File: src/shared/stc_regs.vh
`ifndef STC_REGS_VH
`define STC_REGS_VH
// register byte addresses
`define STC_CTRLA   8'h00
`define STC_CTRLB   8'h04
`define STC_CTRLC   8'h08
`define STC_CNTL    8'h0C
`define STC_CNTH    8'h10
`define STC_OCRL0   8'h14
`define STC_ICRL    8'h2C
`define STC_ICRH    8'h30
`define STC_FLAGS   8'h34
`define STC_MASK    8'h38
`define STC_PWR     8'h3C
// control fields
`define STC_WGMLO_LSB  0
`define STC_WGMHI_LSB  3
`define STC_CS_LSB     0
`define STC_EDGE_BIT   6
`define STC_FILT_BIT   7
`define STC_ACSEL_BIT  0
// flag positions
`define STC_F_OVF   0
`define STC_F_CMPA  1
`define STC_F_CAP   5
`define STC_FLAG_USED  6'h2F
// count limits
`define STC_BOTTOM  16'h0000
`define STC_MAX     16'hFFFF
`define STC_TOP8    16'h00FF
`define STC_TOP9    16'h01FF
`define STC_TOP10   16'h03FF
// reset values
`define STC_ZERO8   8'h00
`define STC_ZERO16  16'h0000
`define STC_PWR_RST 1'b1
// bus answers
`define STC_OKAY    2'b00
`define STC_SLVERR  2'b10
`endif

File: src/verilog/stc_timer_core.v
`timescale 1ns/1ps
`include "stc_regs.vh"
module stc_timer_core #(
  parameter HAS_CAPTURE = 1,
  parameter FILT_LEN    = 4,
  parameter PRE_W       = 10
) (
  input  wire        clk,
  input  wire        arst_n,
  input  wire        ce,
  input  wire [7:0]  awaddr,
  input  wire        awvalid,
  output wire        awready,
  input  wire [31:0] wdata,
  input  wire [3:0]  wstrb,
  input  wire        wvalid,
  output wire        wready,
  output reg  [1:0]  bresp,
  output reg         bvalid,
  input  wire        bready,
  input  wire [7:0]  araddr,
  input  wire        arvalid,
  output wire        arready,
  output reg  [31:0] rdata,
  output reg  [1:0]  rresp,
  output reg         rvalid,
  input  wire        rready,
  input  wire        extCountPin,
  input  wire        captureInputPin,
  input  wire        compOutPin,
  input  wire [5:0]  irqAck,
  output reg  [2:0]  compareOutputPins,
  output wire [5:0]  irqRequest
);

  // top value for a waveform mode
  function [15:0] topOf;
    input [3:0]  m;
    input [15:0] a;
    input [15:0] i;
    begin
      case (m)
        4'd1, 4'd5:  topOf = `STC_TOP8;
        4'd2, 4'd6:  topOf = `STC_TOP9;
        4'd3, 4'd7:  topOf = `STC_TOP10;
        4'd4, 4'd9, 4'd11, 4'd15: topOf = a;
        4'd8, 4'd10, 4'd12, 4'd14: topOf = i;
        default:     topOf = `STC_MAX;
      endcase
    end
  endfunction

  // address decode of a mapped word
  function mapped;
    input [7:0] ad;
    begin
      mapped = (ad[1:0] == 2'b00) && (ad <= `STC_PWR);
    end
  endfunction

  // timer state
  reg  [7:0]  ctrlA_reg;           // compare actions, mode low
  reg  [7:0]  ctrlB_reg;           // filter, edge, mode high, clock
  reg  [7:0]  ctrlC_reg;           // capture source select
  reg  [7:0]  temp_reg;            // shared high-byte latch
  reg  [7:0]  mask_reg;            // request enables
  reg  [5:0]  flag_reg;            // sticky request flags
  reg         pwr_reg;             // power gate, 1 = off
  reg  [15:0] cnt_reg;             // counter value
  reg  [15:0] icr_reg;             // capture value
  reg  [47:0] ocrBuf_reg;          // written compare values
  reg  [47:0] ocr_reg;             // active compare values
  reg         block_reg;           // skip match after cnt write
  reg  [PRE_W-1:0] pre_reg;        // prescaler count
  reg         extPrev_reg;         // previous ext pin level
  reg  [FILT_LEN-1:0] filt_reg;    // capture sample history
  reg         capLvl_reg;          // accepted capture level
  // bus state
  reg         awHeld_reg;          // address taken
  reg  [7:0]  awAddr_reg;          // held write address
  reg         wHeld_reg;           // data taken
  reg  [7:0]  wData_reg;           // held low data byte
  reg         wStrb_reg;           // low lane enabled

  // decoded control
  wire [3:0]  wgm = {ctrlB_reg[`STC_WGMHI_LSB+1:`STC_WGMHI_LSB],
                     ctrlA_reg[`STC_WGMLO_LSB+1:`STC_WGMLO_LSB]};
  wire [2:0]  cs  = ctrlB_reg[`STC_CS_LSB+2:`STC_CS_LSB];
  wire        pwm = (wgm != 4'd0) && (wgm != 4'd4) &&
                    (wgm != 4'd12) && (wgm != 4'd13);
  wire        run = ce & ~pwr_reg;
  wire [15:0] top = topOf(wgm, ocr_reg[15:0], icr_reg);
  wire        atTop    = (cnt_reg == top);
  wire        atBottom = (cnt_reg == `STC_BOTTOM);
  wire        atMax    = (cnt_reg == `STC_MAX);
  wire        aIsTop = pwm && (wgm == 4'd11 || wgm == 4'd15);

  // bus handshakes
  assign awready = ce & ~awHeld_reg & ~bvalid;
  assign wready  = ce & ~wHeld_reg & ~bvalid;
  assign arready = ce & ~rvalid;
  wire doWrite = ce & awHeld_reg & wHeld_reg & ~bvalid;
  wire doRead  = arvalid & arready;
  wire wen     = doWrite & wStrb_reg;
  wire [7:0] wa = awAddr_reg;
  wire [7:0] wd = wData_reg;
  wire cntLoW  = wen && wa == `STC_CNTL;
  wire icrLoW  = wen && wa == `STC_ICRL;
  wire flagW   = wen && wa == `STC_FLAGS;
  wire hiW     = wen && (wa == `STC_CNTH || wa == `STC_ICRH ||
                 (wa >= `STC_OCRL0 + 8'h04 && wa < `STC_ICRL &&
                  wa[2] == 1'b0));

  // timer tick selection
  reg tick;
  always @*
  begin
    case (cs)
      3'd1:    tick = 1'b1;
      3'd2:    tick = &pre_reg[2:0];
      3'd3:    tick = &pre_reg[5:0];
      3'd4:    tick = &pre_reg[7:0];
      3'd5:    tick = &pre_reg[9:0];
      3'd6:    tick = extPrev_reg & ~extCountPin;
      3'd7:    tick = ~extPrev_reg & extCountPin;
      default: tick = 1'b0;  // stopped
    endcase
  end
  wire go = run & tick;

  // capture trigger source and filter
  wire capSrc = ctrlC_reg[`STC_ACSEL_BIT] ? compOutPin
                                          : captureInputPin;
  wire allHi = &filt_reg;
  wire allLo = ~|filt_reg;
  wire filtOn = ctrlB_reg[`STC_FILT_BIT];
  wire lvlNext = filtOn ? (allHi ? 1'b1 : (allLo ? 1'b0 : capLvl_reg))
                        : capSrc;
  wire rise  = ctrlB_reg[`STC_EDGE_BIT];
  wire capEv = (HAS_CAPTURE != 0) && run &&
               (lvlNext != capLvl_reg) && (lvlNext == rise);

  // per channel match and force
  wire [2:0] match;
  wire [2:0] forceStb = (wen && wa == `STC_CTRLC && !pwm) ? wd[7:5]
                                                          : 3'b000;
  wire ovf = go && (pwm ? atTop : atMax);

  // prescaler, edge history, filter history
  always @(posedge clk or negedge arst_n)
  begin
    if (!arst_n)
    begin
      pre_reg     <= {PRE_W{1'b0}};
      extPrev_reg <= 1'b0;
      filt_reg    <= {FILT_LEN{1'b0}};
      capLvl_reg  <= 1'b0;
    end
    else if (run)
    begin
      pre_reg     <= (cs == 3'd0) ? {PRE_W{1'b0}} : pre_reg + 1'b1;
      extPrev_reg <= extCountPin;
      filt_reg    <= {filt_reg[FILT_LEN-2:0], capSrc};
      capLvl_reg  <= lvlNext;
    end
  end

  // control, counter, capture, flags, latch
  always @(posedge clk or negedge arst_n)
  begin
    if (!arst_n)
    begin
      ctrlA_reg <= `STC_ZERO8;
      ctrlB_reg <= `STC_ZERO8;
      ctrlC_reg <= `STC_ZERO8;
      temp_reg  <= `STC_ZERO8;
      mask_reg  <= `STC_ZERO8;
      flag_reg  <= 6'h00;
      pwr_reg   <= `STC_PWR_RST;
      cnt_reg   <= `STC_ZERO16;
      icr_reg   <= `STC_ZERO16;
      block_reg <= 1'b0;
    end
    else if (ce)
    begin
      // direct byte registers
      if (wen && wa == `STC_CTRLA) ctrlA_reg <= wd;
      if (wen && wa == `STC_CTRLB) ctrlB_reg <= wd;
      if (wen && wa == `STC_CTRLC) ctrlC_reg <= {5'h00, wd[2:0]};
      if (wen && wa == `STC_MASK)  mask_reg  <= wd & {2'b00, `STC_FLAG_USED};
      if (wen && wa == `STC_PWR)   pwr_reg   <= wd[0];
      // latch: high write wins over low read
      if (hiW)
        temp_reg <= wd;
      else if (doRead && araddr == `STC_CNTL)
        temp_reg <= cnt_reg[15:8];
      else if (doRead && araddr == `STC_ICRL)
        temp_reg <= icr_reg[15:8];
      // counter: cpu write first
      if (cntLoW)
      begin
        cnt_reg   <= {temp_reg, wd};
        block_reg <= 1'b1;
      end
      else if (go)
      begin
        cnt_reg   <= atTop ? `STC_BOTTOM : cnt_reg + 16'h0001;
        block_reg <= 1'b0;
      end
      // capture value
      if (icrLoW)
        icr_reg <= {temp_reg, wd};
      else if (capEv)
        icr_reg <= cnt_reg;
      // set wins over clear
      flag_reg <= (flag_reg & ~((flagW ? wd[5:0] : 6'h00) | irqAck))
                | ({capEv, 1'b0, match, ovf} & `STC_FLAG_USED);
    end
  end

  assign irqRequest = flag_reg & mask_reg[5:0];

  // compare channels
  genvar c;
  generate
    for (c = 0; c < 3; c = c + 1)
    begin : g_ch
      wire [15:0] ocrA = ocr_reg[16*c+15:16*c];
      wire [1:0]  com  = ctrlA_reg[7-2*c:6-2*c];
      wire        loW  = wen && wa == `STC_OCRL0 + 8'h08 * c;
      wire        off  = (c == 0) && aIsTop;
      assign match[c] = go && !block_reg && (cnt_reg == ocrA);
      // buffer and active compare value
      always @(posedge clk or negedge arst_n)
      begin
        if (!arst_n)
        begin
          ocrBuf_reg[16*c+15:16*c] <= `STC_ZERO16;
          ocr_reg[16*c+15:16*c]    <= `STC_ZERO16;
        end
        else if (ce)
        begin
          if (loW)
            ocrBuf_reg[16*c+15:16*c] <= {temp_reg, wd};
          // double buffered in pwm: load at top
          if (!pwm || (go && atTop))
            ocr_reg[16*c+15:16*c] <= ocrBuf_reg[16*c+15:16*c];
        end
      end
      // waveform generator
      always @(posedge clk or negedge arst_n)
      begin
        if (!arst_n)
          compareOutputPins[c] <= 1'b0;
        else if (ce)
        begin
          if (off)
            compareOutputPins[c] <= 1'b0;
          else if (!pwm && (match[c] || forceStb[c]))
          begin
            case (com)
              2'b01:   compareOutputPins[c] <= ~compareOutputPins[c];
              2'b10:   compareOutputPins[c] <= 1'b0;
              2'b11:   compareOutputPins[c] <= 1'b1;
              default: compareOutputPins[c] <= compareOutputPins[c];
            endcase
          end
          else if (pwm && com[1] && match[c])
            compareOutputPins[c] <= com[0];
          else if (pwm && com[1] && go && atTop)
            compareOutputPins[c] <= ~com[0];
        end
      end
    end
  endgenerate

  // read data multiplexer
  reg [7:0] rd;
  always @*
  begin
    case (araddr)
      `STC_CTRLA: rd = ctrlA_reg;
      `STC_CTRLB: rd = ctrlB_reg;
      `STC_CTRLC: rd = ctrlC_reg;
      `STC_CNTL:  rd = cnt_reg[7:0];
      `STC_CNTH:  rd = temp_reg;
      8'h14:      rd = ocrBuf_reg[7:0];
      8'h18:      rd = ocrBuf_reg[15:8];     // bypasses latch
      8'h1C:      rd = ocrBuf_reg[23:16];
      8'h20:      rd = ocrBuf_reg[31:24];
      8'h24:      rd = ocrBuf_reg[39:32];
      8'h28:      rd = ocrBuf_reg[47:40];
      `STC_ICRL:  rd = icr_reg[7:0];
      `STC_ICRH:  rd = temp_reg;
      `STC_FLAGS: rd = {2'b00, flag_reg};
      `STC_MASK:  rd = mask_reg;
      `STC_PWR:   rd = {7'h00, pwr_reg};
      default:    rd = `STC_ZERO8;
    endcase
  end

  // axi4-lite write and read channels
  always @(posedge clk or negedge arst_n)
  begin
    if (!arst_n)
    begin
      awHeld_reg <= 1'b0;
      awAddr_reg <= 8'h00;
      wHeld_reg  <= 1'b0;
      wData_reg  <= 8'h00;
      wStrb_reg  <= 1'b0;
      bvalid     <= 1'b0;
      bresp      <= `STC_OKAY;
      rvalid     <= 1'b0;
      rdata      <= 32'h0000_0000;
      rresp      <= `STC_OKAY;
    end
    else if (ce)
    begin
      if (awvalid && awready)
      begin
        awHeld_reg <= 1'b1;
        awAddr_reg <= awaddr;
      end
      if (wvalid && wready)
      begin
        wHeld_reg <= 1'b1;
        wData_reg <= wdata[7:0];
        wStrb_reg <= wstrb[0];
      end
      if (doWrite)
      begin
        awHeld_reg <= 1'b0;
        wHeld_reg  <= 1'b0;
        bvalid     <= 1'b1;
        bresp      <= mapped(awAddr_reg) ? `STC_OKAY : `STC_SLVERR;
      end
      else if (bvalid && bready)
        bvalid <= 1'b0;
      if (doRead)
      begin
        rvalid <= 1'b1;
        rdata  <= {24'h00_0000, rd};
        rresp  <= mapped(araddr) ? `STC_OKAY : `STC_SLVERR;
      end
      else if (rvalid && rready)
        rvalid <= 1'b0;
    end
  end

endmodule

File: config.mk
export PLATFORM = sky130hd
export DESIGN_NAME = stc_timer_core
export DESIGN_NICKNAME = d
export VERILOG_FILES = /design/src/verilog/stc_timer_core.v
export VERILOG_INCLUDE_DIRS = /design/src /design/src/shared
export SDC_FILE = /design/constraint.sdc
export NUM_CORES = 1
export LEC_CHECK = 0
export BUFFER_PORTS_ARGS = -buffer_cell sky130_fd_sc_hd__buf_2
export CORE_MARGIN = 8
export CORE_UTILIZATION = 64
export DETAILED_ROUTE_END_ITERATION = 10
export GPL_TIMING_DRIVEN = 0
export PLACE_DENSITY = 0.85
export SLEW_MARGIN = 10
export SYNTH_ARGS = -nofsm -noshare
export SYNTH_HDL_FRONTEND = slang
export SYNTH_SLANG_ARGS = --single-unit
export TNS_END_PERCENT = 1
File: constraint.sdc
create_clock -name clk -period 7.6 [get_ports clk]
set_input_delay 0.38 -clock clk [delete_from_list [all_inputs] [get_ports clk]]
set_output_delay 0.38 -clock clk [all_outputs]
set_load 0.02 [all_outputs]
Yosys cells after proc, flatten, opt, wreduce, memory -nomap -nowiden

Cells that the tools add are included.

Output and inout bits: 50
Input bits: 69
Register bits after elaboration: 220
Bits in read-only memories: 0
Bits in writable memories: 0
Memories kept: 0
Word-level logic and storage cells: 296
Bits in latches: 0

Div/mod/pow operators: 0
Bitwise operators: 33
Equality and inequality tests: 70
Muxes and demuxes: 44
Reduce and logical (&&, ||, !) cells: 110
$mul: 0
Shifts and indexed selects: 0
$add $sub $neg: 2
$lt $le $gt $ge: 4

Operator list:

| operator                                                              | count |
|---|---|
| 8-bit one-hot mux with 15 select lines                                | 1 |
| 8-bit by 6-bit equality test with 1-bit output, second input constant | 14 |
| 16-bit two-way mux                                                    | 5 |
| 16-bit one-hot mux with 5 select lines                                | 1 |
| 16-bit equality test                                                  | 4 |
| 8-bit by 5-bit equality test with 1-bit output, second input constant | 7 |
| 1-bit logical AND                                                     | 50 |
| 2-bit AND reduction                                                   | 20 |
| 8-bit by 4-bit equality test with 1-bit output, second input constant | 4 |
| 4-bit equality test, second input constant                            | 7 |
| 1-bit two-way mux                                                     | 25 |
| 8-bit two-way mux                                                     | 3 |
| 16-bit by 1-bit adder with 16-bit output, second input constant       | 1 |
| 16-bit equality test, second input constant                           | 1 |
| 4-bit by 3-bit equality test with 1-bit output, second input constant | 4 |
| 8-bit by 3-bit equality test with 1-bit output, second input constant | 2 |
| 8-bit by 6-bit <= comparator with 1-bit output, second input constant | 2 |
| 8-bit zero test                                                       | 2 |
| 1-bit AND                                                             | 14 |
| 1-bit inverter                                                        | 14 |
| 6-bit AND                                                             | 2 |
| 2-bit equality test, second input constant                            | 6 |
| 3-bit equality test, second input constant                            | 4 |
| 6-bit OR                                                              | 2 |
| 35 further kinds                                                      | 68 |

Depth between registers and ports, before layout

Word-level depth: 11
Gate-level depth with buffers: 13
Mapped depth without buffers: 9

Worst setup path before layout

No wires, ideal clock.

Path kind: reg2reg
Start: reg ctrlA_reg[1]
End: reg ocr_reg[10] (netlist: g_ch[0].ocrA[10])
Slack: 4.739 ns
Setup time: 0.125 ns
Arrival time: 2.736 ns
Required time: 7.475 ns
Clock period less this slack: 2.861 ns
Path buffers: 5
Cell stages (with the launch flop): 14
Path through: dfrtp_1 > buf_4 > nand2b_4 > buf_6 > buf_6 > o31a_1 > o221ai_1 > o2111ai_1 > nor4_2 > nand4_2 > a21o_1 > buf_6 > buf_6 > mux2_4

Cells in the longest elaborated chain, start to end: 7
Elaborated cells between the ends (all ways): 32
Those cells by class: 18 x eq/ne; 1 x mux; 13 x reduce/logical

Ends and longest elaborated chain:

| item                                                                        | line                                     | source |
|---|---|---|
| start, declared                                                             | stc_timer_core.v:62                      | `reg [7:0] ctrlA_reg;` |
| start signal, assigned                                                      | stc_timer_core.v:173                     | `` ctrlA_reg <= `STC_ZERO8; `` |
| start signal, assigned                                                      | stc_timer_core.v:187                     | `` if (wen && wa == `STC_CTRLA) ctrlA_reg <= wd; `` |
| 4-bit equality test (tied with other cells)                                 | stc_timer_core.v:42                      | `case (m)` |
| 4-bit OR reduction (tied with other cells)                                  | stc_timer_core.v:42                      |  |
| 16-bit one-hot mux with 5 select lines or 1-bit logical AND (tied branches) | stc_timer_core.v:42, stc_timer_core.v:89 |  |
| 16-bit equality test or 1-bit logical AND (tied branches)                   | stc_timer_core.v:93, stc_timer_core.v:90 |  |
| 1-bit logical AND or 1-bit zero test (tied branches)                        | stc_timer_core.v:246                     | `if (!pwm \|\| (go && atTop))` |
| 1-bit logical OR *                                                          | stc_timer_core.v:246                     |  |
| 2-bit AND reduction (no source line) *                                      | -                                        |  |
| end signal, assigned by index                                               | stc_timer_core.v:239                     | `` ocr_reg[16*c+15:16*c] <= `STC_ZERO16; `` |
| end signal, assigned by index                                               | stc_timer_core.v:247                     | `ocr_reg[16*c+15:16*c] <= ocrBuf_reg[16*c+15:16*c];` |
| end, declared                                                               | stc_timer_core.v:72                      | `reg [47:0] ocr_reg;` |

Mark *: on every way between the ends. The rest lies on a longest branch, timed or not.
A chain may end at the register's enable or synchronous reset.

Worst setup path after layout

Start: reg ctrlB_reg[4]
End: reg ocr_reg[37] (netlist: g_ch[2].ocrA[5])

Cells in the longest elaborated chain, start to end: 7
Elaborated cells between the ends (all ways): 32
Those cells by class: 18 x eq/ne; 1 x mux; 13 x reduce/logical

Ends and longest elaborated chain:

| item                                                                        | line                                     | source |
|---|---|---|
| start, declared                                                             | stc_timer_core.v:63                      | `reg [7:0] ctrlB_reg;` |
| start signal, assigned                                                      | stc_timer_core.v:174                     | `` ctrlB_reg <= `STC_ZERO8; `` |
| start signal, assigned                                                      | stc_timer_core.v:188                     | `` if (wen && wa == `STC_CTRLB) ctrlB_reg <= wd; `` |
| 4-bit equality test (tied with other cells)                                 | stc_timer_core.v:42                      |  |
| 4-bit OR reduction (tied with other cells)                                  | stc_timer_core.v:42                      |  |
| 16-bit one-hot mux with 5 select lines or 1-bit logical AND (tied branches) | stc_timer_core.v:42, stc_timer_core.v:89 |  |
| 16-bit equality test or 1-bit logical AND (tied branches)                   | stc_timer_core.v:93, stc_timer_core.v:90 |  |
| 1-bit logical AND or 1-bit zero test (tied branches)                        | stc_timer_core.v:246                     |  |
| 1-bit logical OR *                                                          | stc_timer_core.v:246                     |  |
| 2-bit AND reduction (no source line) *                                      | -                                        |  |

Marks and branches as above.

==> run_results.csv <==
group,metric,value,unit
synth,synthFlopType,"dfrtp_1",
timing,finalSetupTns,0,ns
drt,ant_nets,0,
floorplan,die_area,23300,um2
floorplan,initial_core_util,0.645,
synth,yosysWarnings,0,
setup_path,cp-start-kind,"register",
grt,grt_antenna_before_repair,2,
cts,clk_pin_slew,0.06,ns
cts,clk_path_buf_depth,3,
timing,maxSlewViolCount,0,
floorplan,die_h,153,um
setup_path,crit_path_end_kind,"register",
synth,seq_area_frac_synth,0.457,
setup_path,path_class,"reg -> reg",
hold_path,hold_path_class,"in -> reg",
synth,async_flop_share,1.00,
synth,avgSynthCellArea,10.2,um2
layout,area_delta_synth_final,13.7,%
timing,fin_skew,0.0122,ns
cts,hold_buffers,1,
place,place_congestion,0.972,
place,placed_cells,1498,
drt,drt-total-wl,40100,um
drt,vias_per_cell,6.85,
timing,fmax,260,MHz
layout,final_nets,1365,
setup_path,required,8.01,ns
power_and_ir_drop,power_density,238,nW/um2
timing,worstMarginPinSlew,1.18,ns
power_and_ir_drop,irDropWorstVdd,0.000261,V
cts,insertion_delay,0.53,ns
cts,cts_tree,"done",
cts,numClockSinks,218,
cts,cts_resized,0,
layout,fillerInstances,1289,
layout,drive_gt1_frac,0.228,
grt,grt_max_degree,103,
drt,vias,10581,
job,max_cap_viol_count,0,
outcome,status,"finished, final reports clean",
timing,slew_headroom,0.205,
setup_path,crit_fanout,10,
drt,first_iter_violations,1410,
timing,rsz0062_at_grt,"false",
timing,fin_crit,3.84,ns
drt,remaining_drc_errors,0,
place,dpl.hpwl,28200,um
grt,grt_pass1_wl,61400,um
floorplan,die_w,153,um
timing,setup_violations,0,
floorplan,num_rows,50,
synth,syn_inst,1172,
grt,grt_pass1_vias,10344,
cts,cts_buffers,24,
timing,hold-worst-slack,0.0754,ns
layout,multi_input_area,5960,um2
grt,grt_overflow,0,
timing,timing.final.crit_share,0.506,
floorplan,core-area,18500,um2
cts,htreeDepth,1,
synth,syn_area,11900,um2
grt,track_usage,0.337,
timing,hold_violations,0,
floorplan,num_io_pins,119,
synth,ys_types,64,
place,portBuffers,64,
layout,seqCellArea,5460,um2
layout,instances_no_fill,1544,
drt,routedWlPerCell,26.0,um
synth,ys_ff_latch,218,
cts,post_cts_buffers,0,
synth,synth-edff-count,0,
power_and_ir_drop,power_leakage,0.00626,uW
cts,ctsRootBufferMaster,"clkbuf_16",
layout,post-route-util,0.733,
setup_path,worst_ep_arrival_time,4.25,ns
drt,firstDrtPassIters,6,
[final timing paths]
check,slack [ns],cells past startpoint,endpoint,from
worst min register to register,0.48,1,rdata[3],rdata[3]
max in group asynchronous,6.06,4,ocrBuf_reg[38],arst_n
min in group asynchronous,0.34,2,ctrlB_reg[3],arst_n
worst min-delay path,0.08,3,extPrev_reg,extCountPin
worst max register to register,3.76,12,g_ch[2].ocrA[5],ctrlB_reg[4]
worst max-delay path,3.76,12,g_ch[2].ocrA[5],ctrlB_reg[4]
[per-stage QoR]
step	total power [uW]	area [um2]	setup WS [ns]
floorplan	1720	12000	4.74
global placement	1950	12600	2.45
detailed placement	1970	12700	3.96
CTS	3190	13600	3.94
global route	3310	13600	3.63
finish	3230	13600	3.76
[synth_stat cells, types with 5 or more instances]
cell type / n / area, um2
dfrtp_1: 217 / 5430
nand2_1: 118 / 443
mux2_2: 115 / 1290
o21ai_0: 88 / 440
nor2_1: 59 / 221
clkbuf_1: 51 / 191
nand3_1: 41 / 205
a21oi_1: 35 / 175
buf_4: 28 / 210
xor2_1: 28 / 245
inv_1: 27 / 101
xnor2_1: 26 / 228
a22oi_1: 24 / 180
mux2i_1: 22 / 220
mux2_4: 20 / 300
a31oi_1: 19 / 119
nor3_1: 18 / 90.1
a22o_1: 15 / 131
a221oi_1: 14 / 123
nand2b_1: 14 / 87.6
or3_1: 14 / 87.6
a221o_1: 12 / 120
nand4_1: 11 / 68.8
a21o_1: 10 / 75.1
nor4_1: 10 / 62.6
o31ai_1: 10 / 75.1
and2_1: 9 / 56.3
and3_1: 9 / 56.3
buf_2: 8 / 40.0
a211oi_1: 6 / 45.0
buf_6: 6 / 67.6
o211ai_1: 6 / 45.0
o22ai_1: 6 / 37.5
or2_2: 6 / 37.5
a31o_2: 5 / 43.8
buf_1: 5 / 18.8
ha_1: 5 / 62.6
nand3b_1: 5 / 37.5
nor2b_1: 5 / 31.3
o31a_1: 5 / 43.8
[power breakdown]
| group | internal, uW | switching, uW |
|---|---|---|
| Sequential | 1260 | 141 |
| Combinational | 197 | 385 |
| Clock | 744 | 495 |
[cell families (layout without fill, tap and decap cells)]
kind of cell	Yosys count	count (layout)	share of synthesized area
AO/OA/AOI/OAI	281	281	0.159
XOR/XNOR	54	54	0.0396
adder cells (fa/ha/maj)	5	5	0.00524
buffers and inverters	125	236	0.0527
flip-flops	218	218	0.457
multiplexers	157	157	0.152
other	1	28	0.000314
AND/OR/NAND/NOR	331	331	0.134
[cell usage in the layout, fill, tap and decap left out, types with 28 or more instances in the layout]
cell and instances:
a21oi_1 35, buf_2 71, buf_4 28, clkbuf_1 57
dfrtp_1 217, mux2_2 115, nand2_1 118, nand3_1 41
nor2_1 59, o21ai_0 88, xor2_1 28
[final cells by class]
type | instances | area share
well taps | 234 | 0.0216
clock buffers | 36 | 0.0520
multi-input cells | 855 | 0.439
clock inverters | 8 | 0.00968
plain buffers | 98 | 0.0389
inverters | 27 | 0.00747
flip-flops and latches | 218 | 0.402
repair buffers | 67 | 0.0291
diodes | 1 | 0.000184
[layer usage]
layer | wire length (um) | global-route usage | up-vias
met5 | 11 | 0 | -
met4 | 2660 | 0.197 | 2
met3 | 5330 | 0.0933 | 209
met2 | 17300 | 0.505 | 834
met1 | 14800 | 0.432 | 5083
li1 | - | - | 4453
[worst max-delay path, stage by stage (launching register included)]
cell and delay [ns]:
dfrtp_1 0.32, buf_2 0.20, clkbuf_1 0.45, nand2_1 0.26, o211ai_1 0.25, a22oi_1 0.14
xnor2_1 0.15, nor4_2 0.63, nand4_2 0.30, a21o_1 0.34, buf_6 0.18, buf_6 0.18
mux2_4 0.31
Note: power is estimated with default switching activity, not from simulation.
